### src/rtl/kbd_link_pkg.sv
package kbd_link_pkg;

  // Link byte codes
  localparam logic [7:0] CODE_HARD_RESET = 8'hFF;
  localparam logic [7:0] RESET_ACK_FIRST = 8'hFE;
  localparam logic [7:0] RESET_ACK_SECOND = 8'hFD;
  localparam logic [7:0] BYTE_ACK = 8'h3F;
  localparam logic [7:0] REQUEST_MOUSE_POSITION_CMD = 8'h22;
  localparam logic [7:0] CMD_NO_OP = 8'h21;
  localparam logic [5:0] FINAL_ACK_PREFIX = 6'h0C;
  localparam int ACK_SCAN_BIT = 0;
  localparam int ACK_MOUSE_BIT = 1;
  localparam logic [4:0] LED_CMD_PREFIX = 5'h00;
  localparam logic [3:0] KEY_DOWN_PREFIX = 4'hC;
  localparam logic [3:0] KEY_UP_PREFIX = 4'hD;

  // Mouse counters, seven-bit two's complement
  localparam int MOUSE_W = 7;
  localparam logic [6:0] MOUSE_MAX = 7'h3F;
  localparam logic [6:0] MOUSE_MIN = 7'h40;

  // Register map, byte addresses
  localparam int AXI_ADDR_W = 8;
  localparam logic [7:0] REG_CTRL = 8'h00;
  localparam logic [7:0] REG_STATUS = 8'h04;
  localparam logic [7:0] REG_MOUSE = 8'h08;
  localparam logic [7:0] REG_LED = 8'h0C;
  localparam int CTRL_USER_RESET_BIT = 0;
  localparam int STATUS_SCAN_BIT = 4;
  localparam int STATUS_PERMIT_BIT = 5;
  localparam int STATUS_REQUEST_MOUSE_POSITION_CMD_BIT = 6;
  localparam int STATUS_TXREQ_BIT = 7;
  localparam int MOUSE_Y_LSB = 8;
  localparam logic [1:0] RESP_OKAY = 2'h0;
  localparam logic [1:0] RESP_SLVERR = 2'h2;

  typedef enum logic [3:0] {
    ST_ERR_SEND = 4'h0,
    ST_ERR_WAIT = 4'h1,
    ST_RST_SEND = 4'h3,
    ST_WAIT_RESET_ACK_FIRST = 4'h2,
    ST_ECHO_RESET_ACK_FIRST = 4'h6,
    ST_WAIT_RESET_ACK_SECOND = 4'h7,
    ST_ECHO_RESET_ACK_SECOND = 4'h5,
    ST_WAIT_FINAL = 4'h4,
    ST_IDLE = 4'hC,
    ST_SEND_FIRST = 4'hD,
    ST_WAIT_BYTE_ACK = 4'hF,
    ST_SEND_SECOND = 4'hE
  } link_state_type;

endpackage : kbd_link_pkg

### src/rtl/keyboard_link_protocol.sv
// What this block does
// - Half duplex: no new byte until the previous one is acknowledged.
// - Mouse data only under mouse permission or on position request, one set per permission.
// - Mouse movement keeps accumulating while reporting is not permitted.
// - Mouse position request is answered with the current accumulated counts.
// - Key code bytes are prefix plus row, then prefix plus column.
// - Every key change is reported while scanning; no rollover filtering.
// - No auto-repeat: one key-down report at the start of a press.
// - Transmissions are one or two bytes, each acknowledged by the host.
// - Only the hard-reset code may go out without a prior acknowledge.
// - Hard-reset code from the host starts the restart sequence.
// - Device requests restart with hard-reset; host replies hard-reset to command it.
// - Hard-reset sent after power-on, user reset and protocol error.
// - After sending hard-reset, any other received code causes a resend.
// - Restart clears counters, mouse on-request, scanning off, keys released, sends hard-reset.
// - Then expect first reset acknowledge and echo it, else error.
// - Then expect second reset acknowledge and echo it, else error.
// - Final acknowledge sets scan and mouse modes; anything other than a command is error.
// - LED state is kept across reset; host sets it.
// - Scanning enabled after reset only by scan-only or scan-and-mouse acknowledge.
// - Hard-reset FF, first reset acknowledge FE, second FD.
// - Final acknowledges 30 to 33, byte acknowledge 3F.
// - Key-down bytes carry prefix C, key-up bytes prefix D.
//
// Decided for this implementation: the address map and the AXI4-Lite slave port.
`timescale 1ns/100ps
`default_nettype none

module keyboard_link_protocol (
  input wire logic ref_clk_i,
  input wire logic rst_i,
  input wire logic user_reset_i,
  input wire logic rx_valid_i,
  input wire logic [7:0] rx_data_i,
  output logic tx_req_o,
  output logic [7:0] tx_data_o,
  input wire logic tx_ack_i,
  input wire logic key_valid_i,
  input wire logic [3:0] key_row_i,
  input wire logic [3:0] key_col_i,
  input wire logic key_pressed_i,
  output logic key_ready_o,
  output logic scan_en_o,
  input wire logic mouse_x_step_i,
  input wire logic mouse_x_dir_i,
  input wire logic mouse_y_step_i,
  input wire logic mouse_y_dir_i,
  output logic [2:0] led_o,
  input wire logic awvalid_i,
  output logic awready_o,
  input wire logic [7:0] awaddr_i,
  input wire logic wvalid_i,
  output logic wready_o,
  input wire logic [31:0] wdata_i,
  input wire logic [3:0] wstrb_i,
  output logic bvalid_o,
  input wire logic bready_i,
  output logic [1:0] bresp_o,
  input wire logic arvalid_i,
  output logic arready_o,
  input wire logic [7:0] araddr_i,
  output logic rvalid_o,
  input wire logic rready_i,
  output logic [31:0] rdata_o,
  output logic [1:0] rresp_o
);

  // User reset pin synchroniser
  logic usr_s1_r, usr_s2_r, usr_s3_r, usr_lvl_r, usr_lvl_nxt, usr_evt;

  always_comb
  begin
    usr_lvl_nxt = (usr_s2_r == usr_s3_r) ? usr_s2_r : usr_lvl_r;
    usr_evt = (usr_s2_r == usr_s3_r) && usr_s2_r && !usr_lvl_r;
  end

  always_ff @(posedge ref_clk_i or posedge rst_i)
  begin
    if (rst_i)
    begin
      usr_s1_r <= 1'b0;
      usr_s2_r <= 1'b0;
      usr_s3_r <= 1'b0;
      usr_lvl_r <= 1'b0;
    end
    else
    begin
      usr_s1_r <= user_reset_i;
      usr_s2_r <= usr_s1_r;
      usr_s3_r <= usr_s2_r;
      usr_lvl_r <= usr_lvl_nxt;
    end
  end

  // Protocol engine state
  kbd_link_pkg::link_state_type state_r, state_nxt;
  logic tx_req_r, tx_req_nxt;
  logic [7:0] tx_data_r, tx_data_nxt, hold1_r, hold1_nxt, hold2_r, hold2_nxt;
  logic scan_r, scan_nxt, permit_r, permit_nxt, request_mouse_position_cmd_r, request_mouse_position_cmd_nxt;
  logic key_ready_r, key_ready_nxt;
  logic [255:0] flags_r, flags_nxt;
  logic [6:0] x_r, x_nxt, y_r, y_nxt;
  logic [2:0] led_r, led_nxt;
  logic go_err, go_restart, cmd_ok, key_take, key_is_new, mouse_send, tx_done;
  logic soft_rst;
  logic [7:0] key_idx;

  function automatic logic [6:0] step_count(input logic [6:0] c, input logic s,
                                            input logic d);
    logic [6:0] r;
    r = c;
    if (s && !d && c != kbd_link_pkg::MOUSE_MAX)
      r = c + 7'h01;
    else if (s && d && c != kbd_link_pkg::MOUSE_MIN)
      r = c - 7'h01;
    return r;
  endfunction : step_count

  function automatic logic at_limit(input logic [6:0] c);
    return (c == kbd_link_pkg::MOUSE_MAX) || (c == kbd_link_pkg::MOUSE_MIN);
  endfunction : at_limit

  always_comb
  begin
    state_nxt = state_r;
    hold1_nxt = hold1_r;
    hold2_nxt = hold2_r;
    scan_nxt = scan_r;
    permit_nxt = permit_r;
    request_mouse_position_cmd_nxt = request_mouse_position_cmd_r;
    flags_nxt = flags_r;
    led_nxt = led_r;
    x_nxt = step_count(x_r, mouse_x_step_i, mouse_x_dir_i);
    y_nxt = step_count(y_r, mouse_y_step_i, mouse_y_dir_i);
    go_err = usr_evt || soft_rst;
    go_restart = 1'b0;
    cmd_ok = 1'b0;
    key_idx = {key_row_i, key_col_i};
    key_is_new = key_pressed_i != flags_r[key_idx];
    key_take = 1'b0;
    mouse_send = request_mouse_position_cmd_r || (permit_r && (x_r != 7'h00 || y_r != 7'h00));
    tx_done = tx_req_r && tx_ack_i;
    // Byte accepted by the framer: wait for its acknowledge
    if (tx_done)
    begin
      case (state_r)
        kbd_link_pkg::ST_ERR_SEND: state_nxt = kbd_link_pkg::ST_ERR_WAIT;
        kbd_link_pkg::ST_RST_SEND: state_nxt = kbd_link_pkg::ST_WAIT_RESET_ACK_FIRST;
        kbd_link_pkg::ST_ECHO_RESET_ACK_FIRST: state_nxt = kbd_link_pkg::ST_WAIT_RESET_ACK_SECOND;
        kbd_link_pkg::ST_ECHO_RESET_ACK_SECOND: state_nxt = kbd_link_pkg::ST_WAIT_FINAL;
        kbd_link_pkg::ST_SEND_FIRST: state_nxt = kbd_link_pkg::ST_WAIT_BYTE_ACK;
        kbd_link_pkg::ST_SEND_SECOND: state_nxt = kbd_link_pkg::ST_WAIT_FINAL;
        default: state_nxt = state_r;
      endcase
    end
    if (rx_valid_i)
    begin
      if (rx_data_i == kbd_link_pkg::CODE_HARD_RESET)
        go_restart = 1'b1;
      else
      begin
        case (state_r)
          kbd_link_pkg::ST_ERR_SEND: ;
          kbd_link_pkg::ST_ERR_WAIT: go_err = 1'b1;
          kbd_link_pkg::ST_WAIT_RESET_ACK_FIRST:
            if (rx_data_i == kbd_link_pkg::RESET_ACK_FIRST)
              state_nxt = kbd_link_pkg::ST_ECHO_RESET_ACK_FIRST;
            else
              go_err = 1'b1;
          kbd_link_pkg::ST_WAIT_RESET_ACK_SECOND:
            if (rx_data_i == kbd_link_pkg::RESET_ACK_SECOND)
              state_nxt = kbd_link_pkg::ST_ECHO_RESET_ACK_SECOND;
            else
              go_err = 1'b1;
          kbd_link_pkg::ST_RST_SEND, kbd_link_pkg::ST_ECHO_RESET_ACK_FIRST,
          kbd_link_pkg::ST_ECHO_RESET_ACK_SECOND: go_err = 1'b1;
          kbd_link_pkg::ST_WAIT_BYTE_ACK:
            if (rx_data_i == kbd_link_pkg::BYTE_ACK)
              state_nxt = kbd_link_pkg::ST_SEND_SECOND;
            else
              cmd_ok = 1'b1;
          kbd_link_pkg::ST_WAIT_FINAL:
            if (rx_data_i[7:2] == kbd_link_pkg::FINAL_ACK_PREFIX)
            begin
              scan_nxt = rx_data_i[kbd_link_pkg::ACK_SCAN_BIT];
              permit_nxt = rx_data_i[kbd_link_pkg::ACK_MOUSE_BIT];
              state_nxt = kbd_link_pkg::ST_IDLE;
            end
            else
              cmd_ok = 1'b1;
          default: cmd_ok = 1'b1;
        endcase
      end
    end
    // Commands interleave with acknowledges; anything else is an error
    if (cmd_ok)
    begin
      if (rx_data_i[7:3] == kbd_link_pkg::LED_CMD_PREFIX)
        led_nxt = rx_data_i[2:0];
      else if (rx_data_i == kbd_link_pkg::REQUEST_MOUSE_POSITION_CMD)
        request_mouse_position_cmd_nxt = 1'b1;
      else if (rx_data_i != kbd_link_pkg::CMD_NO_OP)
        go_err = 1'b1;
    end
    // Start a new report from idle
    if (state_r == kbd_link_pkg::ST_IDLE && !go_err && !go_restart)
    begin
      if (key_valid_i && key_ready_r)
      begin
        key_take = 1'b1;
        if (key_is_new)
        begin
          flags_nxt[key_idx] = key_pressed_i;
          hold1_nxt = {key_pressed_i ? kbd_link_pkg::KEY_DOWN_PREFIX
                                     : kbd_link_pkg::KEY_UP_PREFIX, key_row_i};
          hold2_nxt = {key_pressed_i ? kbd_link_pkg::KEY_DOWN_PREFIX
                                     : kbd_link_pkg::KEY_UP_PREFIX, key_col_i};
          state_nxt = kbd_link_pkg::ST_SEND_FIRST;
        end
      end
      else if (mouse_send)
      begin
        hold1_nxt = {1'b0, x_r};
        hold2_nxt = {1'b0, y_r};
        x_nxt = step_count(7'h00, mouse_x_step_i, mouse_x_dir_i);
        y_nxt = step_count(7'h00, mouse_y_step_i, mouse_y_dir_i);
        permit_nxt = 1'b0;
        request_mouse_position_cmd_nxt = cmd_ok && rx_data_i == kbd_link_pkg::REQUEST_MOUSE_POSITION_CMD;
        state_nxt = kbd_link_pkg::ST_SEND_FIRST;
      end
    end
    if (go_restart)
    begin
      state_nxt = kbd_link_pkg::ST_RST_SEND;
      x_nxt = 7'h00;
      y_nxt = 7'h00;
      permit_nxt = 1'b0;
      request_mouse_position_cmd_nxt = 1'b0;
      scan_nxt = 1'b0;
      flags_nxt = '0;
    end
    else if (go_err)
      state_nxt = kbd_link_pkg::ST_ERR_SEND;
    // Send request follows the state; data chosen on entry
    case (state_nxt)
      kbd_link_pkg::ST_ERR_SEND, kbd_link_pkg::ST_RST_SEND:
      begin
        tx_req_nxt = 1'b1;
        tx_data_nxt = kbd_link_pkg::CODE_HARD_RESET;
      end
      kbd_link_pkg::ST_ECHO_RESET_ACK_FIRST:
      begin
        tx_req_nxt = 1'b1;
        tx_data_nxt = kbd_link_pkg::RESET_ACK_FIRST;
      end
      kbd_link_pkg::ST_ECHO_RESET_ACK_SECOND:
      begin
        tx_req_nxt = 1'b1;
        tx_data_nxt = kbd_link_pkg::RESET_ACK_SECOND;
      end
      kbd_link_pkg::ST_SEND_FIRST:
      begin
        tx_req_nxt = 1'b1;
        tx_data_nxt = hold1_nxt;
      end
      kbd_link_pkg::ST_SEND_SECOND:
      begin
        tx_req_nxt = 1'b1;
        tx_data_nxt = hold2_nxt;
      end
      default:
      begin
        tx_req_nxt = 1'b0;
        tx_data_nxt = tx_data_r;
      end
    endcase
    key_ready_nxt = (state_nxt == kbd_link_pkg::ST_IDLE) && scan_nxt &&
                    !((request_mouse_position_cmd_nxt || permit_nxt) && (at_limit(x_nxt) || at_limit(y_nxt)));
  end

  always_ff @(posedge ref_clk_i or posedge rst_i)
  begin
    if (rst_i)
    begin
      state_r <= kbd_link_pkg::ST_ERR_SEND;
      tx_req_r <= 1'b0;
      tx_data_r <= kbd_link_pkg::CODE_HARD_RESET;
      hold1_r <= 8'h00;
      hold2_r <= 8'h00;
      scan_r <= 1'b0;
      permit_r <= 1'b0;
      request_mouse_position_cmd_r <= 1'b0;
      key_ready_r <= 1'b0;
      flags_r <= '0;
      x_r <= 7'h00;
      y_r <= 7'h00;
    end
    else
    begin
      state_r <= state_nxt;
      tx_req_r <= tx_req_nxt;
      tx_data_r <= tx_data_nxt;
      hold1_r <= hold1_nxt;
      hold2_r <= hold2_nxt;
      scan_r <= scan_nxt;
      permit_r <= permit_nxt;
      request_mouse_position_cmd_r <= request_mouse_position_cmd_nxt;
      key_ready_r <= key_ready_nxt;
      flags_r <= flags_nxt;
      x_r <= x_nxt;
      y_r <= y_nxt;
    end
  end

  // LEDs survive every reset
  always_ff @(posedge ref_clk_i)
  begin
    led_r <= led_nxt;
  end

  // AXI4-Lite slave
  logic aw_hold_r, aw_hold_nxt, w_hold_r, w_hold_nxt;
  logic [7:0] aw_addr_r, aw_addr_nxt;
  logic [31:0] w_data_r, w_data_nxt, rdata_r, rdata_nxt;
  logic [3:0] w_strb_r, w_strb_nxt;
  logic awready_r, awready_nxt, wready_r, wready_nxt, bvalid_r, bvalid_nxt;
  logic arready_r, arready_nxt, rvalid_r, rvalid_nxt;
  logic [1:0] bresp_r, bresp_nxt, rresp_r, rresp_nxt;
  logic wr_commit;

  always_comb
  begin
    aw_hold_nxt = aw_hold_r || (awvalid_i && awready_r);
    aw_addr_nxt = (awvalid_i && awready_r) ? awaddr_i : aw_addr_r;
    w_hold_nxt = w_hold_r || (wvalid_i && wready_r);
    w_data_nxt = (wvalid_i && wready_r) ? wdata_i : w_data_r;
    w_strb_nxt = (wvalid_i && wready_r) ? wstrb_i : w_strb_r;
    bvalid_nxt = bvalid_r && !bready_i;
    bresp_nxt = bresp_r;
    wr_commit = aw_hold_r && w_hold_r && !bvalid_r;
    soft_rst = wr_commit && aw_addr_r == kbd_link_pkg::REG_CTRL && w_strb_r[0] &&
               w_data_r[kbd_link_pkg::CTRL_USER_RESET_BIT];
    if (wr_commit)
    begin
      aw_hold_nxt = 1'b0;
      w_hold_nxt = 1'b0;
      bvalid_nxt = 1'b1;
      bresp_nxt = (aw_addr_r == kbd_link_pkg::REG_CTRL) ? kbd_link_pkg::RESP_OKAY
                                                       : kbd_link_pkg::RESP_SLVERR;
    end
    awready_nxt = !aw_hold_nxt && !bvalid_nxt;
    wready_nxt = !w_hold_nxt && !bvalid_nxt;
    rvalid_nxt = rvalid_r && !rready_i;
    rdata_nxt = rdata_r;
    rresp_nxt = rresp_r;
    if (arvalid_i && arready_r)
    begin
      rvalid_nxt = 1'b1;
      rdata_nxt = 32'h00000000;
      rresp_nxt = kbd_link_pkg::RESP_OKAY;
      case (araddr_i)
        kbd_link_pkg::REG_CTRL: ;
        kbd_link_pkg::REG_STATUS:
        begin
          rdata_nxt[3:0] = state_r;
          rdata_nxt[kbd_link_pkg::STATUS_SCAN_BIT] = scan_r;
          rdata_nxt[kbd_link_pkg::STATUS_PERMIT_BIT] = permit_r;
          rdata_nxt[kbd_link_pkg::STATUS_REQUEST_MOUSE_POSITION_CMD_BIT] = request_mouse_position_cmd_r;
          rdata_nxt[kbd_link_pkg::STATUS_TXREQ_BIT] = tx_req_r;
        end
        kbd_link_pkg::REG_MOUSE:
        begin
          rdata_nxt[6:0] = x_r;
          rdata_nxt[kbd_link_pkg::MOUSE_Y_LSB +: 7] = y_r;
        end
        kbd_link_pkg::REG_LED: rdata_nxt[2:0] = led_r;
        default: rresp_nxt = kbd_link_pkg::RESP_SLVERR;
      endcase
    end
    arready_nxt = !rvalid_nxt;
  end

  always_ff @(posedge ref_clk_i or posedge rst_i)
  begin
    if (rst_i)
    begin
      aw_hold_r <= 1'b0;
      aw_addr_r <= 8'h00;
      w_hold_r <= 1'b0;
      w_data_r <= 32'h00000000;
      w_strb_r <= 4'h0;
      awready_r <= 1'b0;
      wready_r <= 1'b0;
      bvalid_r <= 1'b0;
      bresp_r <= 2'h0;
      arready_r <= 1'b0;
      rvalid_r <= 1'b0;
      rdata_r <= 32'h00000000;
      rresp_r <= 2'h0;
    end
    else
    begin
      aw_hold_r <= aw_hold_nxt;
      aw_addr_r <= aw_addr_nxt;
      w_hold_r <= w_hold_nxt;
      w_data_r <= w_data_nxt;
      w_strb_r <= w_strb_nxt;
      awready_r <= awready_nxt;
      wready_r <= wready_nxt;
      bvalid_r <= bvalid_nxt;
      bresp_r <= bresp_nxt;
      arready_r <= arready_nxt;
      rvalid_r <= rvalid_nxt;
      rdata_r <= rdata_nxt;
      rresp_r <= rresp_nxt;
    end
  end

  assign tx_req_o = tx_req_r;
  assign tx_data_o = tx_data_r;
  assign key_ready_o = key_ready_r;
  assign scan_en_o = scan_r;
  assign led_o = led_r;
  assign awready_o = awready_r;
  assign wready_o = wready_r;
  assign bvalid_o = bvalid_r;
  assign bresp_o = bresp_r;
  assign arready_o = arready_r;
  assign rvalid_o = rvalid_r;
  assign rdata_o = rdata_r;
  assign rresp_o = rresp_r;
endmodule : keyboard_link_protocol

`default_nettype wire

### config.mk
export PLATFORM = sky130hd
export DESIGN_NAME = keyboard_link_protocol
export DESIGN_NICKNAME = d
export VERILOG_FILES = /design/src/rtl/kbd_link_pkg.sv /design/src/rtl/keyboard_link_protocol.sv
export SDC_FILE = /design/constraint.sdc
export NUM_CORES = 1
export LEC_CHECK = 0
export ABC_AREA = 1
export BUFFER_PORTS_ARGS = -buffer_cell sky130_fd_sc_hd__buf_2
export CORE_MARGIN = 2
export CORE_UTILIZATION = 60
export CTS_CLUSTER_SIZE = 25
export DETAILED_ROUTE_END_ITERATION = 8
export PLACE_DENSITY = 0.89
export REMOVE_ABC_BUFFERS = 1
export SYNTH_ARGS = -nofsm -noshare
export SYNTH_HDL_FRONTEND = slang
export SYNTH_SLANG_ARGS = --single-unit
### constraint.sdc
create_clock -name ref_clk_i -period 19.7 [get_ports ref_clk_i]
set_clock_uncertainty 0.1 [all_clocks]
set_input_delay 1.97 -clock ref_clk_i [delete_from_list [all_inputs] [get_ports ref_clk_i]]
set_output_delay 1.97 -clock ref_clk_i [all_outputs]
set_load 0.01 [all_outputs]
### Word level (Yosys, flattened, before mapping)

Cells that the tools add are included.

* $lt $le $gt $ge: 2
* add/subtract/negate cells: 4
* multiplexer cells: 97
* eq/ne operators: 37
* reduce and logical (&&, ||, !) cells: 73

Operators by type and width (count)
* 256-bit 2-to-1 mux: 4
* 256-bit bitwise mux: 1
* 7-bit 2-to-1 mux: 17
* 8-bit 2-to-1 mux: 8
* 4-bit 2-to-1 mux: 13
* 1-bit 2-to-1 mux: 43
* 8-bit case mux with 5 select lines: 1
* 1-bit logical AND: 32
* 4-bit equality test, second input constant: 7
* 4-bit by 3-bit equality test with 1-bit output, second input constant: 6
* 8-bit equality test, second input constant: 3
* 4-bit case mux with 5 select lines: 1
* 8-bit by 4-bit equality test with 1-bit output, second input constant: 2
* 8-bit by 6-bit equality test with 1-bit output, second input constant: 2
* 8-bit logical NOT: 2
* 4-bit case mux with 4 select lines: 1
* 7-bit by 1-bit adder with 7-bit output, second input constant: 2
* 7-bit by 6-bit equality test with 1-bit output, second input constant: 2
* 7-bit equality test, second input constant: 2
* 7-bit by 6-bit inequality test with 1-bit output, second input constant: 2
* 7-bit inequality test, second input constant: 2
* 7-bit nonzero test: 2
* 7-bit by 1-bit subtractor with 7-bit output, second input constant: 2
* 1-bit logical NOT: 13
* 26 further kinds: 43

* register bits after elaboration: 346
* input port bits: 84

### Logic depth before layout (Yosys ltp)

Gate-level depths: netlist (run 1).

* depth after elaboration: 25
* gate-level depth with buffers: 27

### Worst setup path before layout (run 1)

No wires, ideal clock.

* path kind: input port to flip-flop
* start: input port key_col_i[0]
* end: register flags_r[225]
* stages on the path: 21
* data arrival time: 4.096 ns
* setup slack: 15.427 ns
* library setup time: 0.077 ns
* cells stage by stage: buf_2 buf_6 buf_2 nand2_1 nand2_1 nand2_1 nand2_1 nand2_1 nand2_1 o21ai_1 nand2_1 o21bai_2 nand2_1 nor2_2 nand2_2 nand2_4 nand4_4 buf_6 nor3_2 o21ai_0 a21oi_1

* longest elaborated chain between the ends: 9
* elaborated cells on any way between the ends: 15
* those cells by class: order compare (2); eq/ne (1); mux (9); reduce/logical (3)

Ends and longest elaborated chain
* start: declaration: line keyboard_link_protocol.sv:40 `input wire logic [3:0] key_col_i,`
* 8-bit by 9-bit < comparator with 1-bit output (implied by the code) / 8-bit by 1-bit greater-or-equal comparator with 1-bit output (equally long branches): line keyboard_link_protocol.sv:213 `flags_nxt[key_idx] = key_pressed_i;`
* 1-bit logical AND (implied by the code): line keyboard_link_protocol.sv:213
* 1-bit 2-to-1 mux (implied by the code): line keyboard_link_protocol.sv:213
* 1-bit demux with 8-bit select: line keyboard_link_protocol.sv:213
* 256-bit bitwise mux: line keyboard_link_protocol.sv:213
* 256-bit 2-to-1 mux: line keyboard_link_protocol.sv:211 `if (key_is_new)`
* 256-bit 2-to-1 mux: line keyboard_link_protocol.sv:208 `if (key_valid_i && key_ready_r)`
* 256-bit 2-to-1 mux: line keyboard_link_protocol.sv:206 `if (state_r == kbd_link_pkg::ST_IDLE && !go_err && !go_restart)`
* 256-bit 2-to-1 mux: line keyboard_link_protocol.sv:232 `if (go_restart)`
* end signal: assignment: line keyboard_link_protocol.sv:309 `flags_r <= flags_nxt;`
* end: declaration: line keyboard_link_protocol.sv:101 `logic [255:0] flags_r, flags_nxt;`

Parallel ways exist; a longest one is shown, timed or not. The select of a mux whose other input is x is not followed.
A chain may end at the register's enable or synchronous reset.

### Worst setup path in the final report (run 1)

* start: input port key_col_i[0]
* end: register flags_r[78]

The elaborated chain is that of the path after synthesis.

==> results.md, run 1 <==
* Post-CTS setup buffers at 0
* Crit path required time at roughly 20 ns
* Post-Synth Adder-Cell Area at 0.367%
* Filler cells at 2,643
* Wire per inst at 18.1 um
* Hold Crit Class: register to register
* Cells after synthesis at 2,668
* Core Region at 0.0335 mm2
* Worst rel slew slack at 10.8%
* Mapped cell area at ~0.020 mm2
* Synth top area cells: dfrtp_1, nand2_1, nor3_2
* Synth Area in Simple Gates at 33.8%
* Maximum clock rate at 134 MHz
* 1st-iter DRT viols at 2,399
* Vias in the first global route at 18,905
* Synth warn at 0
* Crit path arrival time at roughly 7.8 ns
* Placed cell count at approximately 3,000
* CP endpoint kind: register
* Detailed-placement wirelength estimate at 32,400 um
* Placer Congestion at ~0.9
* Gr usage total at 31.3%
* Dominant cell type by area after synthesis: dfrtp_1
* PD cells at 83.1 mW/mm2
* Total grt overflow at 0
* TNS Setup at 0 ns
* Final max-slew violation count at 0
* Pre-antenna DRT Iters at 6
* Primary FF master, synth: dfrtp_1
* Synth Area in XOR/XNOR at less than 1%
* DR vias at approximately 19,000
* # DRC at 0
* # rows at 67
* Number of antenna violations at the first check in global routing at 1
* First-pass GRT wire length at 92,600 um
* Async set or reset register ratio after synthesis at slightly below 100%
* Root Buffer: clkbuf_16
* Number of register bits inferred by synthesis at roughly 340
* Setup CP Type: primary input to register
* Status: finished clean
* Non-Filler Instances at about 3,100
* Share of cells above drive strength 1 at 16.9%
* Post-synth cell types at 46
* Final Hold Fails at 0
* Routed WL at 56,300 um
* Setup Viol. Count Final at 0
* Register area share after synthesis at 42.2%
* Vias per inst at between 6 and 7
* Nets at 2,719
* Worst-path maximum fanout at 55
* CTS Sinks at 344
* Fin crit period at 7.47 ns
* CP startpoint kind: primary input
* Die X at about 190 um
* Max Cap Viol at 0
* CTS Hold Bufs at 0
* Maximum vdd drop at 0.0670 mV
* Die ar. at 0.0356 mm2
* Clock latency on the worst-skew pair at 0.54 ns
* Syn avg cell area at roughly 7.7 um2
* Htree depth at 2
* Largest net degree at the start of global routing at 152
* Die span in y at 189 um
* Clk pin slew, worst setup/hold paths at about 0.060 ns
* Area fraction in compound gates after synthesis at 15.4%
* Number of I/O pins at 139
* RSZ-0062 raised after global routing: false
* Final core utilization at roughly 65%
* Starting Density at 61.1%
* PortBufs at 85
* Post-CTS sizing at 0
* Longest Clk Path Bufs at 3
* Main combinational cell family by area after synthesis: simple AND/OR/NAND/NOR gates
* CTS tree: yes
* Synth top area share at 40.7%
* Antenna Nets Post-Route at 0
* TritonCTS buffer count at 39
* Pleak at 10.3 nW
* Final worst-path cycle share at 37.9%
* Multiplexer share of the synthesized area at less than 1%
* Worst-Margin Slew at 1.33 ns
* Synth-to-Final Area Change at 7.21%
* Number of synthesized flops with an enable pin at 3
[critical path, cell delays in order]
cell      delay [ns]
buf_4           0.53
clkinv_2        0.90
nor2_1          1.23
nand2_1         0.15
nand3_1         0.15
nand2_1         0.06
nand2_1         0.08
nor2_1          0.04
nor2_1          0.09
nor2_1          0.05
nand2_1         0.11
nand2_1         0.06
nand2_1         0.11
o21ai_2         0.10
nand2_4         0.22
nand4_4         0.66
buf_4           0.59
nor3_2          0.23
o21ai_0         0.16
a21oi_1         0.22
[placed cells by master (no fill, tap or decap), types with 6 or more instances in the layout]
master	instances
nand2_1	847
dfrtp_1	333
o21ai_0	292
a21oi_1	274
nor3_2	241
nor2_1	139
inv_1	119
buf_2	84
nand3_1	44
clkbuf_16	40
nand4_1	27
nor3_1	26
conb_1	19
buf_4	17
clkinv_2	11
o21ai_1	11
xor2_1	11
clkbuf_8	9
o31ai_1	8
dfstp_2	8
o22ai_1	7
nand3b_1	7
ha_1	6
[through the flow]
stage | setup slack (ns) | hold WS, ns | power [mW] | cell area, um2
6_report | 12.23 | 0.249 | 1.82 | 22000
5_1_grt | 11.90 | 0.259 | 1.89 | 21900
4_1_cts | 12.44 | 0.251 | 1.82 | 21900
3_5_place_dp | 11.97 | 0.237 | 1.08 | 20600
3_3_place_gp | 12.07 | 0.234 | 1.07 | 20600
2_1_floorplan | 8.19 | 0.231 | 0.984 | 19500
[path summary, 6_finish.rpt]
path / cells after the start / from / end / slack, ns
min in group asynchronous: 2 / rst_i / rdata_o[12]$_DFFE_PP0P_ / 1.56
max: 20 / key_col_i[0] / flags_r[78]$_DFFE_PP0P_ / 12.23
max in group asynchronous: 4 / rst_i / flags_r[127]$_DFFE_PP0P_ / 15.50
max reg2reg: 15 / state_r[2]$_DFF_PP0_ / flags_r[78]$_DFFE_PP0P_ / 15.52
min: 0 / usr_s1_r$_DFF_PP0_ / usr_s2_r$_DFF_PP0_ / 0.25
min reg2reg: 0 / usr_s1_r$_DFF_PP0_ / usr_s2_r$_DFF_PP0_ / 0.25
[Yosys cell counts, types with 7 or more instances]
cell type	n
nand2_1	849
dfrtp_1	333
o21ai_0	292
a21oi_1	274
nor3_2	241
nor2_1	139
inv_1	121
clkbuf_1	87
nand3_1	44
buf_1	37
buf_2	28
buf_6	27
nand4_1	27
nor3_1	26
buf_4	20
o21ai_1	11
xor2_1	11
dfstp_2	8
inv_2	8
o31ai_1	8
nand3b_1	7
o22ai_1	7
[cells by family (layout without fill, tap and decap cells)]
logic type / count (synthesis) / count (layout)
XOR/XNOR: 11 / 11
adder cells (fa/ha/maj): 6 / 6
other: 1 / 22
AO/OA/AOI/OAI: 613 / 613
buffers and inverters: 334 / 305
multiplexers: 1 / 1
AND/OR/NAND/NOR: 1358 / 1358
flip-flops: 344 / 344
[report_power, final]
group	internal [mW]	total, mW	leakage (nW)	switching (mW)
Sequential	0.747	0.775	4.65	0.0285
Clock	0.446	0.749	0.657	0.303
Combinational	0.0776	0.299	4.97	0.222
Total	1.27	1.82	10.3	0.553
[area by class of cell]
class,instances,area (um2),share of cell area [%]
clock buffers,54,1140,5.21
clock inverters,15,173,0.787
repair buffers,101,548,2.50
multi-input cells,2008,10400,47.2
well taps,448,561,2.55
flip-flops and latches,344,8630,39.3
diodes,3,7.51,0.0342
inverters,135,528,2.41
[state kept, by name (all words and copies together) (netlist names), 3 cells and up]
signal and cells:
led_o 3, state_r 4, tx_data_o 8, hold1_r 8, rdata_o 15, hold2_r 8, flags_r 256, aw_addr_r 8
x_r 7, y_r 7
[metal layers]
metal / GRT usage [%] / vias up / share of wire, %
li1: - / 8738 / -
met1: 39.5 / 9026 / 39
met2: 52.2 / 1135 / 48
met3: 5.44 / 178 / 9.7
met4: 15.5 / 2 / 3.8
met5: 0 / - / 0.023
Power figures use the tool's default switching activity.
==> inputs of run 2 (changes only) <==
--- a/config.mk
+++ b/config.mk
@@ -8,10 +8,10 @@
 export ABC_AREA = 1
 export BUFFER_PORTS_ARGS = -buffer_cell sky130_fd_sc_hd__buf_2
 export CORE_MARGIN = 2
-export CORE_UTILIZATION = 60
+export CORE_UTILIZATION = 56
 export CTS_CLUSTER_SIZE = 25
 export DETAILED_ROUTE_END_ITERATION = 8
-export PLACE_DENSITY = 0.89
+export PLACE_DENSITY = 0.88
 export REMOVE_ABC_BUFFERS = 1
 export SYNTH_ARGS = -nofsm -noshare
 export SYNTH_HDL_FRONTEND = slang
==> constraint.sdc (replaced) <==
create_clock -name ref_clk_i -period 6.3 [get_ports ref_clk_i]
set_clock_uncertainty 0.1 [all_clocks]
set_input_delay 0.63 -clock ref_clk_i [delete_from_list [all_inputs] [get_ports ref_clk_i]]
set_output_delay 0.63 -clock ref_clk_i [all_outputs]
set_load 0.01 [all_outputs]
==> results.md, run 2 (synthesis results as in run 1) <==
* DR vias at roughly 19,000
* Fin crit period at 4.59 ns
* Final worst-path cycle share at 72.9%
* CTS Sinks at 344
* Hold Crit Class: primary input to asynchronous set/reset pin
* Maximum clock rate at 218 MHz
* Gr usage total at 29.4%
* Placed cell count at 3,064
* Area of the multi-input gates at 0.0104 mm2
* Final Hold Fails at 0
* Crit path required time at 6.67 ns
* Share of cells above drive strength 1 at 17.2%
* # DRC at 0
* Nets at 2,725
* Htree depth at 2
* Worst-Margin Slew at 1.29 ns
* Pre-antenna DRT Iters at 5
* Maximum vdd drop at between 0.2 and 0.25 mV
* Clock latency on the worst-skew pair at about 0.56 ns
* Place WS at between 1 and 1.5 ns
* Most frequent cells in the layout: nand2_1, dfrtp_1, o21ai_0
* Final max-slew violation count at 0
* # rows at 70
* CTS tree: yes
* Core Region at 0.0363 mm2
* 1st-iter DRT viols at 2,087
* Clk pin slew, worst setup/hold paths at about 0.060 ns
* Max reg flops at 256
* Number of antenna violations at the first check in global routing at 1
* First-pass GRT wire length at slightly above 90,000 um
* RSZ-0062 raised after global routing: false
* CP endpoint kind: register
* P_int at 3.96 mW
* Reg power frac at 42.8%
* Filler cells at ~3,000
* PortBufs at 85
* Wire per inst at 17.9 um
* Combinational share of power at 16.6%
* Worst rel slew slack at 13.8%
* Commonest non-fill, non-tap cell in the layout: nand2_1
* Vias in the first global route at 18,602
* Clock share of power at 40.6%
* TritonCTS buffer count at 37
* Die span in y at 195 um
* Switching Share at between 30% and 40%
* Root Buffer: clkbuf_16
* Max Cap Viol at 0
* Setup Viol. Count Final at 0
* Setup ws final at 1.71 ns
* Post-CTS setup buffers at 0
* Detailed-placement wirelength estimate at 33,400 um
* Non-Filler Instances at 3,132
* Status: finished clean
* Pleak at 10.3 nW
* Post-CTS sizing at 0
* Top reg by flops: flags_r
* Vias per inst at around 6
* Antenna Nets Post-Route at 0
* Placer Congestion at between 0.9 and 1
* CTS Hold Bufs at 0
* Die X at 195 um
* Worst-path maximum fanout at 36
* Largest net degree at the start of global routing at 148
* Setup CP Type: primary input to register
* Psw at 1.71 mW
* Starting Density at 56.3%
* Die ar. at 0.0381 mm2
* CP startpoint kind: primary input
* Flip-flop and latch area at ~0.0086 mm2
* Total grt overflow at 0
* Number of I/O pins at roughly 140
* Routed WL at ~56,000 um
* Synth-to-Final Area Change at 7.73%
* Crit path arrival time at about 5.0 ns
* PD cells at 257 mW/mm2
* Longest Clk Path Bufs at 3
run 2: routing by layer:
| layer | GRT usage [%] | up-vias | share of wire, % |
|---|---|---|---|
| li1 | - | 8732 | - |
| met1 | 37.5 | 8954 | 39 |
| met2 | 48.0 | 1054 | 47 |
| met3 | 5.72 | 199 | 9.2 |
| met4 | 14.8 | 0 | 4.4 |
| met5 | 0 | - | 0 |
run 2: layout make-up:
cell class	instances	area share (%)
sequential	344	39.1
inverter	135	2.39
multi-input combinational	2008	47.0
timing repair buffer	109	2.93
tap	468	2.65
antenna	2	0.0227
clock inverter	13	0.754
clock buffer	53	5.15
run 2: through the flow:
step                cell area (um2)  hold WS, ns  utilization (%)  power [mW]  TNS [ns]
finish                        22100       0.0477             60.7        5.68         0
global route                  22100       0.0962             60.7        5.91         0
CTS                           22100       0.0590             60.7        5.67         0
detailed placement            20700        0.245             57.1        3.38         0
global placement              20700        0.234             57.1        3.35         0
floorplan                     19500        0.231                -        3.08  -1364.10
run 2: power groups by stage:
stage,sequential [mW],combinational (mW),clock [mW]
3_5_place_dp,2.47,0.916,0
3_3_place_gp,2.46,0.889,0
2_1_floorplan,2.45,0.626,0
6_report,2.43,0.941,2.31
4_1_cts,2.43,0.926,2.32
5_1_grt,2.44,1.04,2.42
run 2: worst paths after layout:
| path | from | endpoint | slack, ns | depth (start not counted) |
|---|---|---|---|---|
| min in group ref_clk_i | user_reset_i | usr_s1_r$_DFF_PP0_ | 0.11 | 1 |
| max | key_col_i[1] | flags_r[132]$_DFFE_PP0P_ | 1.71 | 20 |
| min | rst_i | y_r[3]$_DFF_PP0_ | 0.05 | 2 |
| max reg2reg | state_r[2]$_DFF_PP0_ | flags_r[225]$_DFFE_PP0P_ | 2.31 | 15 |
| max in group asynchronous | rst_i | flags_r[20]$_DFFE_PP0P_ | 4.51 | 3 |
| min reg2reg | usr_s1_r$_DFF_PP0_ | usr_s2_r$_DFF_PP0_ | 0.26 | 0 |
run 2: worst max-delay path, cell delays in order:
cell and delay, ns:
buf_2 0.13, buf_4 0.26, nor2_1 0.97, nand2_1 0.10, nand3_1 0.13, nand2_1 0.09, nand2_1 0.15, nor2_1 0.06
nor2_1 0.08, nor2_1 0.05, nand2_1 0.06, nand2_1 0.05, nand2_1 0.14, o21ai_2 0.09, nand2_4 0.22, nand4_4 0.60
buf_12 0.48, nor3_2 0.21, o21ai_0 0.17, a21oi_1 0.23
